[src/cpurf_pkg.sv]
// constants shared by the cpu register file and its flag unit
package cpurf_pkg;
    // ****
    // register file geometry
    // ****
    localparam int NUM_BANK_REGS = 10;
    localparam logic [3:0] IDX_DATA0 = 4'h0;
    localparam logic [3:0] IDX_DATA1 = 4'h1;
    localparam logic [3:0] IDX_ADDR0 = 4'h4;
    localparam logic [3:0] IDX_LAST = 4'h9;
    localparam logic [31:0] STACK_STEP = 32'h0000_0004;
    localparam logic [31:0] RESET_PC = 32'h0000_0000;
    localparam logic [31:0] RESET_WORD = 32'h0000_0000;

    // ****
    // apb byte addresses
    // ****
    localparam logic [7:0] OFS_BANK0 = 8'h00;
    localparam logic [7:0] OFS_BANK1 = 8'h40;
    localparam logic [7:0] OFS_PC = 8'h80;
    localparam logic [7:0] OFS_VEC_BASE = 8'h84;
    localparam logic [7:0] OFS_USER_SP = 8'h88;
    localparam logic [7:0] OFS_IRQ_SP = 8'h8C;
    localparam logic [7:0] OFS_FLAGS = 8'h90;
    localparam logic [7:0] OFS_SAVED_FLAGS = 8'h94;
    localparam logic [7:0] OFS_SAVED_PC = 8'h98;
    localparam logic [7:0] OFS_FAST_VEC = 8'h9C;

    // ****
    // processor_flags field positions
    // ****
    localparam int FLG_CARRY = 0;
    localparam int FLG_DEBUG = 1;
    localparam int FLG_ZERO = 2;
    localparam int FLG_SIGN = 3;
    localparam int FLG_BANK = 4;
    localparam int FLG_OVF = 5;
    localparam int FLG_IRQ_EN = 6;
    localparam int FLG_STACK_SEL = 7;
    localparam int FLG_FP_UNDER = 8;
    localparam int FLG_FP_OVER = 9;
    localparam int FLG_IPL_LO = 12;
    localparam int FLG_IPL_HI = 14;
    localparam int FLG_RADIX = 16;
    localparam int FLG_RND_LO = 18;
    localparam int FLG_RND_HI = 19;
    localparam logic [31:0] FLAGS_RST = 32'h0000_0000;
    localparam logic [31:0] FLAGS_MASK = 32'h000D_73FF;
    localparam logic [2:0] IPL_ALL_BLOCKED = 3'h7;
    localparam logic [7:0] SW_INT_LAST_SYS = 8'h7F;

    // ****
    // datapath write lane modes
    // ****
    typedef enum logic [2:0] {
        WR_WORD = 3'h0,
        WR_LO16 = 3'h1,
        WR_HI16 = 3'h2,
        WR_BYTE0 = 3'h3,
        WR_BYTE1 = 3'h4,
        WR_BYTE2 = 3'h5,
        WR_BYTE3 = 3'h6
    } cpurf_wr_mode_t;
endpackage

[src/cpurf_flag_if.sv]
// carrier between the register file top and its flag unit
`timescale 1ns/1ps
interface cpurf_flag_if;
    logic swWrEn;
    logic [31:0] swWrData;
    logic aluEn;
    logic carry;
    logic zero;
    logic sign;
    logic ovf;
    logic fpEn;
    logic fpUnder;
    logic fpOver;
    logic bankEn;
    logic bankVal;
    logic intAccept;
    logic intHw;
    logic [7:0] intSwNum;
    logic restoreEn;
    logic [31:0] restoreVal;
    logic [31:0] flags;

    modport ctrl (
        output swWrEn, swWrData, aluEn, carry, zero, sign, ovf, fpEn, fpUnder, fpOver,
        output bankEn, bankVal, intAccept, intHw, intSwNum, restoreEn, restoreVal,
        input flags
    );
    modport unit (
        input swWrEn, swWrData, aluEn, carry, zero, sign, ovf, fpEn, fpUnder, fpOver,
        input bankEn, bankVal, intAccept, intHw, intSwNum, restoreEn, restoreVal,
        output flags
    );
endinterface

[src/cpurf_top.sv]
// cpu register file: banked registers, pointers, flags, fast-irq save
// Operation
// (RULE_01) two full register banks
// (RULE_02) data regs whole or per half
// (RULE_03) data regs 0,1 byte writable
// (RULE_04) address regs form indirect addresses
// (RULE_05) pc holds next instruction address
// (RULE_06) vector base locates vector table
// (RULE_07) flag bit 7 selects stack pointer
// (RULE_08) interrupt or low soft vector clears stack select
// (RULE_09) carry takes carry/borrow/shift-out
// (RULE_10) zero flag marks zero result
// (RULE_11) sign flag marks negative result
// (RULE_12) overflow flag marks overflowed result
// (RULE_13) bank flag picks active bank
// (RULE_14) irq enable gates, cleared on accept
// (RULE_15) admit only levels above priority field
// (RULE_16) priority seven admits nothing
// (RULE_17) fp underflow on underflow or subnormal
// (RULE_18) fp overflow on overflow or subnormal
// (RULE_19) two-bit field selects fp rounding
// (RULE_20) radix bit picks fixed-point product slice
// (RULE_21) debug flag must be written zero
// (RULE_22) fast interrupt saves flags and pc, jumps
// (RULE_23) push/pop move only selected stack pointer
//
// Design decisions made here: register access over APB and the register addresses.
`timescale 1ns/1ps
module cpurf_top
    import cpurf_pkg::*;
(
    // clock and reset
    input wire logic clk,
    input wire logic rst_n,
    // apb slave
    input wire logic [7:0] paddr,
    input wire logic psel,
    input wire logic penable,
    input wire logic pwrite,
    input wire logic [31:0] pwdata,
    output logic [31:0] prdata,
    output logic pready,
    output logic pslverr,
    // datapath register port
    input wire logic regWrEn,
    input wire logic [3:0] regWrIdx,
    input wire logic [2:0] regWrMode,
    input wire logic [31:0] regWrData,
    input wire logic [3:0] regRdIdx,
    output logic [31:0] regRdData,
    // address generation
    input wire logic [1:0] agenBase,
    input wire logic agenRelative,
    input wire logic [31:0] agenDisp,
    output logic [31:0] agenAddr,
    // program counter and stack
    input wire logic pcLoadEn,
    input wire logic [31:0] pcLoadVal,
    output logic [31:0] pcOut,
    input wire logic pushEn,
    input wire logic popEn,
    output logic [31:0] stackPtr,
    // alu, fp and bank flag updates
    input wire logic aluFlagEn,
    input wire logic aluCarry,
    input wire logic aluZero,
    input wire logic aluSign,
    input wire logic aluOvf,
    input wire logic fpFlagEn,
    input wire logic fpUnder,
    input wire logic fpOver,
    input wire logic bankSelEn,
    input wire logic bankSelVal,
    // interrupt sequencing
    input wire logic intAccept,
    input wire logic intHw,
    input wire logic [7:0] intSwNum,
    input wire logic fastIntEn,
    input wire logic fastRetEn,
    input wire logic irqReqEn,
    input wire logic [2:0] irqReqLevel,
    output logic irqAdmit,
    // flag and vector views
    output logic [31:0] flagsOut,
    output logic [31:0] vecBaseOut,
    output logic [1:0] roundMode,
    output logic radixPoint
);
    // ****
    // helpers
    // ****
    // lane mask of a datapath write; zero = refused
    function automatic logic [31:0] laneMask(input logic [2:0] mode, input logic [3:0] idx);
        logic byteOk;
        byteOk = (idx == IDX_DATA0) || (idx == IDX_DATA1);
        unique case (mode)
            WR_WORD: laneMask = 32'hFFFF_FFFF;
            WR_LO16: laneMask = 32'h0000_FFFF; // [RULE_02]
            WR_HI16: laneMask = 32'hFFFF_0000; // [RULE_02]
            WR_BYTE0: laneMask = byteOk ? 32'h0000_00FF : 32'h0000_0000; // [RULE_03]
            WR_BYTE1: laneMask = byteOk ? 32'h0000_FF00 : 32'h0000_0000; // [RULE_03]
            WR_BYTE2: laneMask = byteOk ? 32'h00FF_0000 : 32'h0000_0000; // [RULE_03]
            WR_BYTE3: laneMask = byteOk ? 32'hFF00_0000 : 32'h0000_0000; // [RULE_03]
            default: laneMask = 32'h0000_0000;
        endcase
    endfunction

    // lanes aligned: data byte n lands in byte n
    function automatic logic [31:0] merge(input logic [31:0] old, input logic [31:0] val,
                                          input logic [31:0] mask);
        merge = (old & ~mask) | (val & mask);
    endfunction

    // apb address inside a bank window
    function automatic logic bankHit(input logic [7:0] addr);
        bankHit = (addr[7] == 1'b0) && (addr[5:2] <= IDX_LAST) && (addr[1:0] == 2'b00);
    endfunction

    // ****
    // state
    // ****
    logic [31:0] bankRegs [2][NUM_BANK_REGS];
    logic [31:0] pc_ff;
    logic [31:0] vecBase_ff;
    logic [31:0] userSp_ff;
    logic [31:0] irqSp_ff;
    logic [31:0] savedFlags_ff;
    logic [31:0] savedPc_ff;
    logic [31:0] fastVec_ff;
    logic [31:0] prdata_ff;
    logic pready_ff;
    logic pslverr_ff;
    logic [31:0] regRdData_ff;
    logic [31:0] agenAddr_ff;
    logic irqAdmit_ff;
    logic [31:0] flagsView_ff;

    cpurf_flag_if flagBus();

    logic bank;
    logic stackSel;
    logic [2:0] cpu_priority_level;
    logic apbWr;
    logic apbAccess;
    logic [3:0] apbIdx;
    logic apbBank;
    logic [31:0] wrMask;

    assign bank = flagBus.flags[FLG_BANK]; // [RULE_13]
    assign stackSel = flagBus.flags[FLG_STACK_SEL]; // [RULE_07]
    assign cpu_priority_level = flagBus.flags[FLG_IPL_HI:FLG_IPL_LO];
    assign apbIdx = paddr[5:2];
    assign apbBank = paddr[6];
    assign wrMask = laneMask(regWrMode, regWrIdx);

    // ****
    // apb slave
    // ****
    // one wait state before pready
    assign apbAccess = psel && penable && !pready_ff;
    assign apbWr = psel && penable && pready_ff && pwrite && !pslverr_ff;

    always_ff @(posedge clk) begin
        if (!rst_n) begin
            pready_ff <= 1'b0;
            pslverr_ff <= 1'b0;
            prdata_ff <= RESET_WORD;
        end else begin
            pready_ff <= apbAccess;
            pslverr_ff <= 1'b0;
            prdata_ff <= RESET_WORD;
            if (apbAccess) begin
                pslverr_ff <= !bankHit(paddr) && !(paddr >= OFS_PC && paddr <= OFS_FAST_VEC
                              && paddr[1:0] == 2'b00);
                if (!pwrite && bankHit(paddr)) begin
                    prdata_ff <= bankRegs[apbBank][apbIdx];
                end else if (!pwrite) begin
                    unique case (paddr)
                        OFS_PC: prdata_ff <= pc_ff;
                        OFS_VEC_BASE: prdata_ff <= vecBase_ff;
                        OFS_USER_SP: prdata_ff <= userSp_ff;
                        OFS_IRQ_SP: prdata_ff <= irqSp_ff;
                        OFS_FLAGS: prdata_ff <= flagBus.flags;
                        OFS_SAVED_FLAGS: prdata_ff <= savedFlags_ff;
                        OFS_SAVED_PC: prdata_ff <= savedPc_ff;
                        OFS_FAST_VEC: prdata_ff <= fastVec_ff;
                        default: prdata_ff <= RESET_WORD;
                    endcase
                end
            end
        end
    end

    // ****
    // banked general registers
    // ****
    // datapath write last: running core wins a clash
    always_ff @(posedge clk) begin
        if (!rst_n) begin
            for (int b = 0; b < 2; b++) begin
                for (int r = 0; r < NUM_BANK_REGS; r++) begin
                    bankRegs[b][r] <= RESET_WORD; // [RULE_01]
                end
            end
        end else begin
            if (apbWr && bankHit(paddr)) begin
                bankRegs[apbBank][apbIdx] <= pwdata;
            end
            if (regWrEn && regWrIdx <= IDX_LAST) begin
                bankRegs[bank][regWrIdx] <= merge(bankRegs[bank][regWrIdx], regWrData,
                                                  wrMask); // [RULE_01] [RULE_02] [RULE_03]
            end
        end
    end

    // datapath read of the active bank
    always_ff @(posedge clk) begin
        if (!rst_n) begin
            regRdData_ff <= RESET_WORD;
        end else begin
            regRdData_ff <= (regRdIdx <= IDX_LAST) ? bankRegs[bank][regRdIdx] : RESET_WORD;
        end
    end

    // indirect or relative address from an address register
    always_ff @(posedge clk) begin
        if (!rst_n) begin
            agenAddr_ff <= RESET_WORD;
        end else begin
            agenAddr_ff <= bankRegs[bank][IDX_ADDR0 + {2'b00, agenBase}]
                           + (agenRelative ? agenDisp : RESET_WORD); // [RULE_04]
        end
    end

    // ****
    // program counter and fast interrupt save
    // ****
    // fast entry beats fast return beats load
    always_ff @(posedge clk) begin
        if (!rst_n) begin
            pc_ff <= RESET_PC;
        end else if (fastIntEn) begin
            pc_ff <= fastVec_ff; // [RULE_22]
        end else if (fastRetEn) begin
            pc_ff <= savedPc_ff;
        end else if (pcLoadEn) begin
            pc_ff <= pcLoadVal; // [RULE_05]
        end else if (apbWr && paddr == OFS_PC) begin
            pc_ff <= pwdata;
        end
    end

    always_ff @(posedge clk) begin
        if (!rst_n) begin
            savedFlags_ff <= RESET_WORD;
            savedPc_ff <= RESET_WORD;
            fastVec_ff <= RESET_WORD;
        end else begin
            if (apbWr && paddr == OFS_SAVED_FLAGS) begin
                savedFlags_ff <= pwdata;
            end
            if (apbWr && paddr == OFS_SAVED_PC) begin
                savedPc_ff <= pwdata;
            end
            if (apbWr && paddr == OFS_FAST_VEC) begin
                fastVec_ff <= pwdata;
            end
            if (fastIntEn) begin
                savedFlags_ff <= flagBus.flags; // [RULE_22]
                savedPc_ff <= pc_ff; // [RULE_22]
            end
        end
    end

    // relocatable vector table base
    always_ff @(posedge clk) begin
        if (!rst_n) begin
            vecBase_ff <= RESET_WORD;
        end else if (apbWr && paddr == OFS_VEC_BASE) begin
            vecBase_ff <= pwdata; // [RULE_06]
        end
    end

    // ****
    // stack pointers
    // ****
    // push wins over pop; software keeps pointers aligned
    always_ff @(posedge clk) begin
        if (!rst_n) begin
            userSp_ff <= RESET_WORD;
            irqSp_ff <= RESET_WORD;
        end else begin
            if (apbWr && paddr == OFS_USER_SP) begin
                userSp_ff <= pwdata;
            end
            if (apbWr && paddr == OFS_IRQ_SP) begin
                irqSp_ff <= pwdata;
            end
            if (pushEn || popEn) begin
                if (stackSel) begin
                    userSp_ff <= pushEn ? userSp_ff - STACK_STEP
                                        : userSp_ff + STACK_STEP; // [RULE_23]
                end else begin
                    irqSp_ff <= pushEn ? irqSp_ff - STACK_STEP
                                       : irqSp_ff + STACK_STEP; // [RULE_23]
                end
            end
        end
    end

    // ****
    // flag unit
    // ****
    // debug bit stored as written; kept zero by software [RULE_21]
    assign flagBus.swWrEn = apbWr && paddr == OFS_FLAGS;
    assign flagBus.swWrData = pwdata;
    assign flagBus.aluEn = aluFlagEn;
    assign flagBus.carry = aluCarry;
    assign flagBus.zero = aluZero;
    assign flagBus.sign = aluSign;
    assign flagBus.ovf = aluOvf;
    assign flagBus.fpEn = fpFlagEn;
    assign flagBus.fpUnder = fpUnder;
    assign flagBus.fpOver = fpOver;
    assign flagBus.bankEn = bankSelEn;
    assign flagBus.bankVal = bankSelVal;
    assign flagBus.intAccept = intAccept || fastIntEn; // [RULE_14]
    assign flagBus.intHw = intHw || fastIntEn; // [RULE_08]
    assign flagBus.intSwNum = intSwNum;
    assign flagBus.restoreEn = fastRetEn && !fastIntEn;
    assign flagBus.restoreVal = savedFlags_ff;

    cpurf_flags u_flags (
        .clk(clk),
        .rst_n(rst_n),
        .fl(flagBus.unit)
    );

    // ****
    // interrupt admission and flag views
    // ****
    // admit only above the level, never at seven
    always_ff @(posedge clk) begin
        if (!rst_n) begin
            irqAdmit_ff <= 1'b0;
        end else begin
            irqAdmit_ff <= irqReqEn && flagBus.flags[FLG_IRQ_EN] // [RULE_14]
                           && (irqReqLevel > cpu_priority_level) // [RULE_15]
                           && (cpu_priority_level != IPL_ALL_BLOCKED); // [RULE_16]
        end
    end

    // copy so outputs leave a flip-flop
    always_ff @(posedge clk) begin
        if (!rst_n) begin
            flagsView_ff <= FLAGS_RST;
        end else begin
            flagsView_ff <= flagBus.flags;
        end
    end

    assign prdata = prdata_ff;
    assign pready = pready_ff;
    assign pslverr = pslverr_ff;
    assign regRdData = regRdData_ff;
    assign agenAddr = agenAddr_ff;
    assign pcOut = pc_ff;
    assign stackPtr = stackSel ? userSp_ff : irqSp_ff; // [RULE_07]
    assign irqAdmit = irqAdmit_ff;
    assign flagsOut = flagsView_ff;
    assign vecBaseOut = vecBase_ff;
    assign roundMode = flagsView_ff[FLG_RND_HI:FLG_RND_LO]; // [RULE_19]
    assign radixPoint = flagsView_ff[FLG_RADIX]; // [RULE_20]
endmodule

[src/cpurf_flags.sv]
// processor flag register with its hardware update paths
`timescale 1ns/1ps
module cpurf_flags
    import cpurf_pkg::*;
(
    // clock and reset
    input wire logic clk,
    input wire logic rst_n,
    // link to the register file
    cpurf_flag_if.unit fl
);
    logic [31:0] flags_ff;

    // ****
    // flag state
    // ****
    // later assignments win: hardware beats software
    always_ff @(posedge clk) begin
        if (!rst_n) begin
            flags_ff <= FLAGS_RST;
        end else if (fl.restoreEn) begin
            flags_ff <= fl.restoreVal & FLAGS_MASK;
        end else begin
            if (fl.swWrEn) begin
                flags_ff <= fl.swWrData & FLAGS_MASK; // reserved bits stay zero
            end
            if (fl.aluEn) begin
                flags_ff[FLG_CARRY] <= fl.carry; // [RULE_09]
                flags_ff[FLG_ZERO] <= fl.zero; // [RULE_10]
                flags_ff[FLG_SIGN] <= fl.sign; // [RULE_11]
                flags_ff[FLG_OVF] <= fl.ovf; // [RULE_12]
            end
            if (fl.fpEn) begin
                flags_ff[FLG_FP_UNDER] <= fl.fpUnder; // [RULE_17]
                flags_ff[FLG_FP_OVER] <= fl.fpOver; // [RULE_18]
            end
            if (fl.bankEn) begin
                flags_ff[FLG_BANK] <= fl.bankVal; // [RULE_13]
            end
            if (fl.intAccept) begin
                flags_ff[FLG_IRQ_EN] <= 1'b0; // [RULE_14]
                if (fl.intHw || fl.intSwNum <= SW_INT_LAST_SYS) begin
                    flags_ff[FLG_STACK_SEL] <= 1'b0; // [RULE_08]
                end
            end
        end
    end

    assign fl.flags = flags_ff;
endmodule

[config.mk]
export PLATFORM = sky130hd
export DESIGN_NAME = cpurf_top
export DESIGN_NICKNAME = d
export VERILOG_FILES = /design/src/cpurf_pkg.sv /design/src/cpurf_flag_if.sv /design/src/cpurf_top.sv /design/src/cpurf_flags.sv
export SDC_FILE = /design/constraint.sdc
export NUM_CORES = 2
export LEC_CHECK = 0
export ABC_AREA = 0
export ABC_CLOCK_PERIOD_IN_PS = 8200
export BUFFER_PORTS_ARGS = -buffer_cell sky130_fd_sc_hd__buf_4
export CAP_MARGIN = 10
export CORE_UTILIZATION = 50
export CTS_CLUSTER_SIZE = 16
export DETAILED_ROUTE_END_ITERATION = 8
export GPL_ROUTABILITY_DRIVEN = 1
export PLACE_DENSITY = 0.79
export SLEW_MARGIN = 25
export SYNTH_ARGS = -nofsm -noshare
export SYNTH_HDL_FRONTEND = slang
export SYNTH_HIERARCHICAL = 1
export SYNTH_SLANG_ARGS = --single-unit
[constraint.sdc]
create_clock -name clk -period 8.2 [get_ports clk]
set_input_delay 0.82 -clock clk [delete_from_list [all_inputs] [get_ports clk]]
set_output_delay 0.82 -clock clk [all_outputs]
set_load 0.03 [all_outputs]
==> results.cfg <==
[outcome]
status = finished, violations left
violations = design-rule violations

[routing]
post-route-drc-count = 75
drt-pass1-iter-count = 9
wl_per_cell_microns = 32.4
routed_wl_microns = 247000
drt_iter0_drc = 9808
avgViaCountPerCell = 7.27
ant_nets = 0
vias = 55600

[clocking]
cts_resized = 0
cts_buffer_depth = 3
clk_pin_slew_worst_paths_ns = 0.06
insertion_delay_ns = 0.76
cts_htree_levels = 3
clockRootBuffer = clkbuf_16
cts_tree = built
cts_sinks = 1011
ctsHoldBuffers = 0
post_cts_buffers = 0
cts_made_buffers = 112

[die]
rows = 130
dieArea_sq_mm = 0.129
die_y_microns = 359
core_sq_mm = 0.126
dieWidth_microns = 359
initial_utilization_pct = 50.6
io_pins = 415

[finish]
largest_register = bankRegs
final_cell_mix = 668 x nand2_1, 640 x edfxtp_1, 522 x buf_4
final_net_count = 6174
nFillCells = 10100
largest_reg_flops = 640
final_common_cell = nand2_1
area_delta_synth_final_pct = 11.6
drive_gt1_share_pct = 22.8

[critical_path]
worstPathMaxFanout = 44
cp_num_buf_inv = 2
crit_family = compound AO/OA/AOI/OAI gates
rr_startpoint = u_flags/fl.flags[4]
crit_type = flip-flop to flip-flop
cp-start-kind = flip-flop
crit_required_ns = 8.80
r2r_setup_slack_ns = 2.88
cp_cell_sequence = buf_4 -> mux2i_1 -> mux4_2 -> inv_1 -> ha_1 -> a211oi_1 -> nor4_1 -> o21ai_0 -> a31oi_1 -> o31ai_1 -> a21oi_1 -> o21ai_0 -> a21o_1 -> a21oi_1
slowest_delay_ns = 0.83
cp-end-kind = flip-flop
reg2reg_depth = 14
reg2reg_to = agenAddr[29]
worstPathArrival_ns = 5.92
cp_slowest_cell = dfxtp_4

[global_route]
overflow = 0
groute.usage.overall_pct = 37.2
grt_pass1_wl_microns = 354000
antenna_found_initial = 22
grt_start_max_net_pins = 154
grt_pass1_vias = 54000

[logic_synthesis]
synth_edf_count = 640
netlist_area_sq_mm = 0.0638
yosys_warnings = 6
synth-seq-cells = 1011
synthFlopType = edfxtp_1
synthArstFlopShare_pct = 0
ys_types = 82
seq_area_frac_synth_pct = 41.8
syn_inst = 5864
syn_avg_cell_area_sq_um = 10.9

[timing]
fin_setup_tns_ns = 0
slew_headroom_pct = 18.4
worst_hold_slack_ns = 0.348
grt_setup_unrepaired = no
final_hold_viol_count = 0
worstMarginPinSlew_ns = 1.22
setup_viol = 0
setup_ws_ns = 2.88
period_minus_slack_ns = 5.32
drv_slew = 0
min_period_over_period_pct = 64.9
skew_ns = 0.0428
fmax_mhz = 188

[pwr]
p_leak_uw = 0.0256
cellPowerDensity_mw_per_mm2 = 188
ir_drop_mv = 0.175

[placed_design]
dpl.hpwl_microns = 154000
portBuffers = 407
pre_cts_ws_ns = 2.94
gp_congestion = 0.960

[hold_path]
holdPathStages = 3
hold_class = input port to flip-flop
min-delay-start = irqReqEn
min_to = irqAdmit

[job]
cap_viol_max_count = 0
-- routing by layer --
layer  up-vias  global-route usage, %  wire [microns]
li1      22500                      -               -
met1     26200                   43.4           78300
met2      5345                   56.3          106000
met3      1518                   14.7           41900
met4        32                   25.1           21200
met5         -                   1.07             186
-- cells by family after synthesis --
kind of cell / synth area share (%)
mux: 25.4
simple gates: 10.1
fa+ha+maj: 1.86
buf+inv: 4.64
xor+xnor: 0.810
other cells: 0.00588
flops: 41.8
compound gates: 15.4
-- worst reg2reg max path: cells and delay by family (launching register included) --
kind	cells	cell delay, ns
muxes	2	0.87
DFF	1	0.83
adders and majority gates	1	0.26
and+or+nand+nor	1	0.15
buffers and inverters	2	0.98
AOI/OAI and AO/OA	8	2.10
-- synth_stat cells, types with 7 or more instances --
library cell / number / area (sq um)
nand2_1: 669 / 2510
edfxtp_1: 640 / 19200
mux4_2: 496 / 11200
nor2_1: 470 / 1760
a21oi_1: 424 / 2120
mux2i_1: 412 / 4120
clkbuf_1: 405 / 1520
o21ai_0: 385 / 1930
dfxtp_1: 371 / 7430
a22o_1: 220 / 1930
buf_2: 139 / 696
a211oi_1: 131 / 983
and2_1: 95 / 594
ha_1: 90 / 1130
mux2_2: 82 / 923
a22oi_1: 68 / 510
nand3_1: 57 / 285
nor2b_1: 52 / 325
inv_1: 50 / 188
o22ai_1: 45 / 282
buf_4: 44 / 330
a21o_1: 41 / 308
a31oi_1: 41 / 257
nor3_1: 38 / 190
buf_1: 36 / 135
xnor2_1: 36 / 315
a222oi_1: 32 / 320
o21a_1: 26 / 195
xor2_1: 23 / 201
nand2b_1: 21 / 131
a311oi_1: 18 / 158
o21ai_1: 18 / 90.1
or3_1: 18 / 113
nand4_1: 17 / 106
o221ai_1: 17 / 149
and3_1: 15 / 93.8
o31ai_1: 14 / 105
or2_2: 11 / 68.8
o21bai_1: 10 / 75.1
o211ai_1: 9 / 67.6
buf_6: 8 / 90.1
nor4_1: 7 / 43.8
-- worst max path at each step --
stage,to,slack [ns],start,depth (start not counted)
2_1_floorplan,agenAddr[28],3.86,agenBase[0],14
3_3_place_gp,bankRegs[1][137],2.94,paddr[4],10
3_5_place_dp,agenAddr[29],2.94,u_flags/fl.flags[4],14
4_1_cts,agenAddr[29],2.85,u_flags/fl.flags[4],14
5_1_grt,agenAddr[29],2.37,u_flags/fl.flags[4],14
6_report,agenAddr[29],2.88,u_flags/fl.flags[4],14
-- cell type report --
| cell class | instances | area [sq um] | share of cell area [%] |
|---|---|---|---|
| Multi-Input combinational cell | 4185 | 34600 | 48.7 |
| Tap cell | 1650 | 2060 | 2.90 |
| Timing Repair Buffer | 535 | 4130 | 5.80 |
| Sequential cell | 1011 | 26700 | 37.4 |
| Inverter | 51 | 199 | 0.279 |
| Clock inverter | 60 | 485 | 0.682 |
| Antenna cell | 8 | 20.0 | 0.0281 |
| Clock buffer | 145 | 3010 | 4.22 |
-- power by group --
part           internal (uW)  total (uW)  switching (uW)  leakage [uW]
Sequential              5620        5810             194       0.00964
Clock                   2760        4960            2190       0.00170
Combinational            995        2630            1640        0.0143
Total                   9380       13400            4020        0.0256
-- per-stage QoR --
step,power (uW),util [%],area (sq um),cells
after floorplan,7580,-,63900,5879
final,13400,56.5,71200,7645
after detailed placement,8430,53.7,67700,7432
after CTS,13300,56.5,71200,7637
after global placement,8370,53.7,67600,7431
after global routing,13700,56.5,71200,7639
Note: power is estimated with default switching activity, not from simulation.
